`config.mk`:
```
export PLATFORM = sky130hd
export DESIGN_NAME = csr_clock_route
export DESIGN_NICKNAME = d
export VERILOG_FILES = /design/src/rtl/csr_pkg.sv /design/src/rtl/csr_prescaler.sv
export SDC_FILE = /design/constraint.sdc
export NUM_CORES = 1
export LEC_CHECK = 0
export BUFFER_PORTS_ARGS = -buffer_cell sky130_fd_sc_hd__buf_2
export CORE_ASPECT_RATIO = 1.4
export CORE_MARGIN = 1.5
export CORE_UTILIZATION = 51
export CTS_CLUSTER_SIZE = 10
export DETAILED_ROUTE_END_ITERATION = 16
export PLACE_DENSITY = 0.82
export SYNTH_ARGS = -nofsm -noshare
export SYNTH_HDL_FRONTEND = slang
export SYNTH_SLANG_ARGS = --single-unit
```
`constraint.sdc`:
```
create_clock -name i_clock -period 2.8 [get_ports i_clock]
set_input_delay 0.56 -clock i_clock [delete_from_list [all_inputs] [get_ports i_clock]]
set_output_delay 0.56 -clock i_clock [all_outputs]
set_load 0.1 [all_outputs]
```
`src/rtl/csr_pkg.sv`:
```
package csr_pkg;

  // Register map
  localparam int unsigned                ADDR_W          = 10;
  localparam int unsigned                DATA_W          = 8;
  localparam logic [ADDR_W-1:0]          PLL_POWER_ADDR  = 10'h010;
  localparam logic [ADDR_W-1:0]          PRESCALE_ADDR   = 10'h1e0;
  localparam logic [ADDR_W-1:0]          SOURCE_ADDR     = 10'h1e1;

  // Field positions
  localparam int unsigned                PWR_LSB         = 0;
  localparam int unsigned                PWR_MSB         = 1;
  localparam int unsigned                POL_BIT         = 7;
  localparam int unsigned                RATIO_LSB       = 0;
  localparam int unsigned                RATIO_MSB       = 2;
  localparam int unsigned                BYPASS_BIT      = 0;
  localparam int unsigned                SRC_SEL_BIT     = 1;

  // Field encodings
  localparam logic [1:0]                 PWR_NORMAL      = 2'h0;
  localparam logic [1:0]                 PWR_ASYNC_DOWN  = 2'h1;
  localparam logic                       SRC_EXTERNAL    = 1'h0;
  localparam logic                       SRC_OSCILLATOR  = 1'h1;
  localparam logic                       POL_POSITIVE    = 1'h0;

  // Values after reset
  localparam logic [1:0]                 PWR_RESET       = PWR_ASYNC_DOWN;
  localparam logic                       POL_RESET       = POL_POSITIVE;
  localparam logic [2:0]                 RATIO_RESET     = 3'h0;
  localparam logic                       BYPASS_RESET    = 1'h0;
  localparam logic                       SRC_SEL_RESET   = SRC_EXTERNAL;

  // Divide ratio codes, 000b is divide by 2
  localparam logic [2:0]                 RATIO_CODE_DIV2 = 3'h0;
  localparam logic [2:0]                 RATIO_CODE_DIV3 = 3'h1;
  localparam logic [2:0]                 RATIO_CODE_DIV4 = 3'h2;
  localparam logic [2:0]                 RATIO_CODE_DIV5 = 3'h3;
  localparam logic [2:0]                 RATIO_CODE_DIV6 = 3'h4;
  localparam logic [2:0]                 DIV_1           = 3'h1;
  localparam logic [2:0]                 DIV_2           = 3'h2;
  localparam logic [2:0]                 DIV_3           = 3'h3;
  localparam logic [2:0]                 DIV_4           = 3'h4;
  localparam logic [2:0]                 DIV_5           = 3'h5;
  localparam logic [2:0]                 DIV_6           = 3'h6;

  // Divider, synchroniser and read data reset values
  localparam logic [2:0]                 COUNT_RESET     = 3'h0;
  localparam logic                       OUT_RESET       = 1'h0;
  localparam logic                       SYNC_RESET      = 1'h0;
  localparam logic [7:0]                 RDATA_RESET     = 8'h00;

  // Divider phase states
  typedef enum logic {CSR_DIV_HIGH, CSR_DIV_LOW} csr_div_phase_type;

endpackage

```
`src/rtl/csr_prescaler.sv`:
```
`timescale 1ns/1ns
module csr_clock_route (
  input  wire logic       i_clock,
  input  wire logic       i_arst_n,
  input  wire logic       i_wr_en,
  input  wire logic       i_rd_en,
  input  wire logic [9:0] i_addr,
  input  wire logic [7:0] i_wdata,
  input  wire logic       i_ext_clk,
  input  wire logic       i_osc_clk,
  output logic            o_dist_clk,
  output logic [7:0]      o_rdata,
  output logic            o_pll_enable,
  output logic            o_pol_negative,
  output logic            o_osc_enable,
  output logic            o_prescale_used
);

  ////////////////////////////////////////////////////////////////////////////////////////////
  // Configuration fields
  logic [1:0]             pwr;
  logic [1:0]             next_pwr;
  logic                   pol;
  logic                   next_pol;
  logic [2:0]             ratio;
  logic [2:0]             next_ratio;
  logic                   bypass;
  logic                   next_bypass;
  logic                   src_sel;
  logic                   next_src_sel;
  logic [7:0]             next_rdata;

  // Source pins, two stages each
  logic                   ext_s1;
  logic                   ext_s2;
  logic                   osc_s1;
  logic                   osc_s2;
  logic                   src_prev;
  logic                   sel_level;
  logic                   src_rise;

  // Divider hookup and output stage
  logic [2:0]             divide;
  logic                   presc_clk;
  logic                   next_dist_clk;
  logic                   next_pll_enable;
  logic                   next_pol_negative;
  logic                   next_osc_enable;
  logic                   next_prescale_used;

  ////////////////////////////////////////////////////////////////////////////////////////////
  // Register writes and reads, one access per strobe
  always_comb begin
    next_pwr     = pwr;
    next_pol     = pol;
    next_ratio   = ratio;
    next_bypass  = bypass;
    next_src_sel = src_sel;
    next_rdata   = o_rdata;
    if (i_wr_en) begin
      case (i_addr)
        csr_pkg::PLL_POWER_ADDR: begin
          next_pwr = i_wdata[csr_pkg::PWR_MSB:csr_pkg::PWR_LSB];
          next_pol = i_wdata[csr_pkg::POL_BIT];
        end
        csr_pkg::PRESCALE_ADDR: begin
          next_ratio = i_wdata[csr_pkg::RATIO_MSB:csr_pkg::RATIO_LSB];
        end
        csr_pkg::SOURCE_ADDR: begin
          next_bypass  = i_wdata[csr_pkg::BYPASS_BIT];
          next_src_sel = i_wdata[csr_pkg::SRC_SEL_BIT];
        end
        default: begin
        end
      endcase
    end
    if (i_rd_en) begin
      case (i_addr)
        csr_pkg::PLL_POWER_ADDR: begin
          next_rdata = {pol, 5'h00, pwr};
        end
        csr_pkg::PRESCALE_ADDR: begin
          next_rdata = {5'h00, ratio};
        end
        csr_pkg::SOURCE_ADDR: begin
          next_rdata = {6'h00, src_sel, bypass};
        end
        default: begin
          next_rdata = 8'h00;
        end
      endcase
    end
  end

  // Field storage, defaults leave the PLL off and the divider in path
  always_ff @(posedge i_clock or negedge i_arst_n) begin
    if (!i_arst_n) begin
      pwr     <= csr_pkg::PWR_RESET;
      pol     <= csr_pkg::POL_RESET;
      ratio   <= csr_pkg::RATIO_RESET;
      bypass  <= csr_pkg::BYPASS_RESET;
      src_sel <= csr_pkg::SRC_SEL_RESET;
      o_rdata <= csr_pkg::RDATA_RESET;
    end else begin
      pwr     <= next_pwr;
      pol     <= next_pol;
      ratio   <= next_ratio;
      bypass  <= next_bypass;
      src_sel <= next_src_sel;
      o_rdata <= next_rdata;
    end
  end

  ////////////////////////////////////////////////////////////////////////////////////////////
  // Pin synchronisers; only the second stage feeds logic to contain metastability
  always_ff @(posedge i_clock or negedge i_arst_n) begin
    if (!i_arst_n) begin
      ext_s1   <= csr_pkg::SYNC_RESET;
      ext_s2   <= csr_pkg::SYNC_RESET;
      osc_s1   <= csr_pkg::SYNC_RESET;
      osc_s2   <= csr_pkg::SYNC_RESET;
      src_prev <= csr_pkg::SYNC_RESET;
    end else begin
      ext_s1   <= i_ext_clk;
      ext_s2   <= ext_s1;
      osc_s1   <= i_osc_clk;
      osc_s2   <= osc_s1;
      src_prev <= sel_level;
    end
  end

  // Source choice; a switch may give one short pulse, a known limitation
  assign sel_level = (src_sel == csr_pkg::SRC_OSCILLATOR) ? osc_s2 : ext_s2;
  assign src_rise  = sel_level & ~src_prev;

  ////////////////////////////////////////////////////////////////////////////////////////////
  // Ratio code to divide count; unused codes give divide by 1
  always_comb begin
    divide = csr_pkg::DIV_1;
    case (ratio)
      csr_pkg::RATIO_CODE_DIV2: begin
        divide = csr_pkg::DIV_2;
      end
      csr_pkg::RATIO_CODE_DIV3: begin
        divide = csr_pkg::DIV_3;
      end
      csr_pkg::RATIO_CODE_DIV4: begin
        divide = csr_pkg::DIV_4;
      end
      csr_pkg::RATIO_CODE_DIV5: begin
        divide = csr_pkg::DIV_5;
      end
      csr_pkg::RATIO_CODE_DIV6: begin
        divide = csr_pkg::DIV_6;
      end
      default: begin
        divide = csr_pkg::DIV_1;
      end
    endcase
  end

  // Divider or bypass path
  csr_prescaler csr_prescaler_inst (
    .i_clock     (i_clock),
    .i_arst_n    (i_arst_n),
    .i_src_level (sel_level),
    .i_src_rise  (src_rise),
    .i_divide    (divide),
    .i_bypass    (bypass),
    .o_clk       (presc_clk)
  );

  ////////////////////////////////////////////////////////////////////////////////////////////
  // Output stage, all outputs leave from flip-flops
  always_comb begin
    next_dist_clk      = presc_clk;
    next_pll_enable    = (pwr == csr_pkg::PWR_NORMAL);
    next_pol_negative  = pol;
    next_osc_enable    = (src_sel == csr_pkg::SRC_OSCILLATOR);
    next_prescale_used = ~bypass;
  end

  always_ff @(posedge i_clock or negedge i_arst_n) begin
    if (!i_arst_n) begin
      o_dist_clk      <= csr_pkg::OUT_RESET;
      o_pll_enable    <= (csr_pkg::PWR_RESET == csr_pkg::PWR_NORMAL);
      o_pol_negative  <= csr_pkg::POL_RESET;
      o_osc_enable    <= (csr_pkg::SRC_SEL_RESET == csr_pkg::SRC_OSCILLATOR);
      o_prescale_used <= ~csr_pkg::BYPASS_RESET;
    end else begin
      o_dist_clk      <= next_dist_clk;
      o_pll_enable    <= next_pll_enable;
      o_pol_negative  <= next_pol_negative;
      o_osc_enable    <= next_osc_enable;
      o_prescale_used <= next_prescale_used;
    end
  end

endmodule

////////////////////////////////////////////////////////////////////////////////////////////////
// Integer prescaler, passes the source level through when bypassed
module csr_prescaler (
  input  wire logic       i_clock,
  input  wire logic       i_arst_n,
  input  wire logic       i_src_level,
  input  wire logic       i_src_rise,
  input  wire logic [2:0] i_divide,
  input  wire logic       i_bypass,
  output logic            o_clk
);

  logic [2:0]                   count;
  logic [2:0]                   next_count;
  logic                         out_q;
  logic                         next_out_q;
  logic [2:0]                   last;
  logic [2:0]                   half;

  // Count source rises; the wrap test uses >= so a lowered ratio cannot overrun
  always_comb begin
    last       = 3'(i_divide - 3'h1);
    half       = 3'((4'(i_divide) + 4'h1) >> 1);
    next_count = count;
    next_out_q = out_q;
    if (i_src_rise) begin
      if (count >= last) begin
        next_count = 3'h0;
      end else begin
        next_count = 3'(count + 3'h1);
      end
      next_out_q = (next_count < half);
    end
  end

  always_ff @(posedge i_clock or negedge i_arst_n) begin
    if (!i_arst_n) begin
      count <= csr_pkg::COUNT_RESET;
      out_q <= csr_pkg::OUT_RESET;
    end else begin
      count <= next_count;
      out_q <= next_out_q;
    end
  end

  // Divide by one shares the plain path with the bypass
  assign o_clk = (i_bypass || (i_divide == csr_pkg::DIV_1)) ? i_src_level : out_q;

endmodule

```
==> results.cfg <==
[run_status]
status = finished, final reports clean

[yosys]
synth_area_leaders = dfrtp_1 44%, mux2_1 9.1%, ha_1 8.3%
async_flop_share_pct = 100.0
synth-edff-count = 0
netlist_area_mm2 = 0.001361
yosysWarningCount = 0
postSynthAreaPerCell_um2 = 11.34
synth_seq_cells = 26
yosysMostFrequentCell = dfrtp_1
synth_top_area_share_pct = 44.12
yosysTopAreaCell = dfrtp_1
yosysSeqAreaShare_pct = 47.98
synthFlopType = dfrtp_1
synth_commonest_cells = 24 x dfrtp_1, 11 x inv_1, 11 x mux2_1, 9 x ha_1, 7 x nor2_1
ys_types = 35
synth_cells = 120

[sta]
post-route-period-util_pct = 89.53
max-slew-margin-rel_pct = 62.81
finalHoldViolations = 0
fmax_mhz = 398.9
whs_ns = 0.2210
rsz0062_at_grt = false
slew_violations = 0
period_needed_ns = 2.507
finalSetupViolCount = 0
skew_ns = 0.004394
fin_tns_setup_ns = 0
max_slew.worst_pin.slew_ns = 0.5579

[critical_path]
start_kind = flip-flop
critPathMaxStageDelay_ns = 0.44
worstPathMaxFanout = 5
criticalPathCategory = flip-flop to flip-flop
r2r_slack_ns = 0.29
critPathTopFamily = compound AO/OA/AOI/OAI gates
reg2reg_from = ratio[2]
r2r_cells = 11
end_kind = flip-flop
critical_path.startpoint = ratio[2]
path_depth = 11
worstPathArrival_ns = 2.76
required_ns = 3.05
r2r_end = csr_prescaler_inst.out_q
worstPathBufferInverterCount = 0
crit_path_top_delay_cell = dfrtp_1
path_cells = a21o_1, ha_1, xnor2_1, ha_1, a21oi_1, o21ai_1, nor2_1, ha_1, a21oi_1, o21ai_0, a21oi_1
cp-endpoint = csr_prescaler_inst.out_q

[grt]
grt_busiest_layer = met2
grt_max_degree = 27
grt_pass1_vias = 1006
grt_usage_pct = 18.69
grt_util_met2_pct = 34.72
antenna_found_initial = 0
use_met3_pct = 2.260
grt-ovfl-total = 0
use_met1_pct = 18.72
grt_pass1_wl_um = 4077

[worst_hold_path]
hp-class = input port to async pin

[clock_tree]
clk_latency_ns = 0.31
cts_tree = built
cts_buffers = 3
htreeDepth = 1
post_cts_buffers = 0
cts.repair.resized = 0
clock-sinks = 26
cts_root_buf = clkbuf_4
clockBufferDepth = 2
path_clk_slew_ns = 0.13
hold_buffers = 0

[floorplanning]
die_height_um = 64.13
die_w_um = 46.67
pin_count = 37
core_area_mm2 = 0.002587
die_area_mm2 = 0.002993
rows = 22
initial_core_util_pct = 52.61

[drt]
dr_total_vias = 971
drt_pass1_iterations = 3
finalWirelength_um = 2308
drc = 0
drtIter0Drc = 5
detail_route.wl_per_cell_um = 12.41
ant_nets = 0
routed_via_density = 5.220

[power_and_ir_drop]
power_frac_clock_pct = 19.0
power.switching_uw = 335.1
ir_drop_v = 0.0004650
power_density_mw_per_mm2 = 605.8
p_int_uw = 610.2
combPwrFrac_pct = 34.3
power.share.sequential_pct = 46.8
leakage_nw = 0.7596
swShare_pct = 35.45

[cells_and_area]
num_antenna_cells = 0
final_area_mm2 = 0.001560
post-route-util_pct = 60.30
drive_gt1_share_pct = 27.33
nNetsFinal = 184
synthToLayoutAreaGrowth_pct = 14.61

[run]
maxCapViolations = 0

[placement]
dp_hpwl_um = 1912
io_buffers = 28
place_area_mm2 = 0.001524
routabilityCongestion = 0.8071
-- worst min path at each step --
| stage | start | to | slack, ns |
|---|---|---|---|
| detailed placement | osc_s1 | osc_s2 | 0.34 |
| global route | i_arst_n | o_rdata[0] | 0.24 |
| floorplan | i_arst_n | bypass | 0.26 |
| CTS | i_arst_n | o_rdata[1] | 0.23 |
| finish | i_arst_n | o_rdata[7] | 0.22 |
| global placement | ext_s1 | ext_s2 | 0.33 |
-- registers in the layout (all words and copies together) (netlist names), 2 cells and up --
name                      count
o_rdata                       4
csr_prescaler_inst.count      3
ratio                         3
pwr                           2
-- worst reg2reg max path: cells and delay by family, from the launching register on --
kind	cells	cell delay [ns]
AO/OA/AOI/OAI	6	0.91
adder cells (fa/ha/maj)	3	0.76
flip-flops	1	0.44
XOR/XNOR	1	0.17
AND/OR/NAND/NOR	1	0.17
-- logic make-up after synthesis --
| kind of cell | Yosys count | synth area share [%] |
|---|---|---|
| DFF | 26 | 47.98 |
| and+or+nand+nor | 32 | 16.18 |
| other | 2 | 0.5517 |
| adders and majority gates | 9 | 8.272 |
| muxes | 14 | 11.49 |
| AOI/OAI and AO/OA | 18 | 8.087 |
| xor gates and xnor gates | 3 | 1.930 |
| buffers and inverters | 16 | 5.515 |
-- metal layers --
layer / wire (um) / vias to the layer above
met1: 842 / 468
li1: - / 472
met4: 57 / 0
met5: 0 / -
met3: 94 / 6
met2: 1313 / 25
-- power by group through the flow --
stage	sequential [mW]	clock [mW]	combinational (mW)
floorplan	0.486	0	0.205
global placement	0.447	0	0.302
detailed placement	0.450	0	0.327
CTS	0.442	0.192	0.329
global route	0.449	0.204	0.374
finish	0.442	0.179	0.324
-- cell usage in the layout, fill, tap and decap left out, types with 2 or more instances in the layout --
| cell | synthesis | routed |
|---|---|---|
| nand2b_1 | 3 | 3 |
| nor4b_1 | 2 | 2 |
| ha_1 | 9 | 9 |
| o21ai_1 | 4 | 4 |
| a21boi_0 | 2 | 2 |
| nor2_1 | 7 | 7 |
| conb_1 | 2 | 5 |
| and3_1 | 2 | 2 |
| inv_1 | 11 | 11 |
| o21ai_0 | 3 | 3 |
| xnor2_1 | 3 | 3 |
| nand2_1 | 2 | 2 |
| clkbuf_4 | 0 | 3 |
| nand3b_1 | 2 | 2 |
| a21oi_1 | 3 | 3 |
| dfstp_2 | 2 | 2 |
| a21o_1 | 3 | 3 |
| nor3_1 | 2 | 2 |
| dfrtp_1 | 24 | 24 |
| buf_2 | 0 | 28 |
| nand4_1 | 3 | 3 |
| mux2_1 | 11 | 11 |
| mux2_2 | 2 | 2 |
| a22oi_1 | 2 | 2 |
-- area by class of cell --
class / count / area, um2
multi-input cells: 81 / 644.4
fillers: 246 / 1027
well taps: 36 / 45.04
flip-flops and latches: 26 / 653.1
repair buffers: 28 / 140.1
inverters: 11 / 41.29
clock buffers: 4 / 36.28
-- per-stage QoR --
| step | setup WS, ns | std cells | total power, mW |
|---|---|---|---|
| 6_report | 0.2933 | 186 | 0.9452 |
| 5_1_grt | 0.04715 | 186 | 1.028 |
| 4_1_cts | 0.2760 | 186 | 0.9622 |
| 3_5_place_dp | 0.3197 | 182 | 0.7769 |
| 3_3_place_gp | 0.4361 | 182 | 0.7488 |
| 2_1_floorplan | 0.5876 | 123 | 0.6910 |
Power figures use the tool's default switching activity.
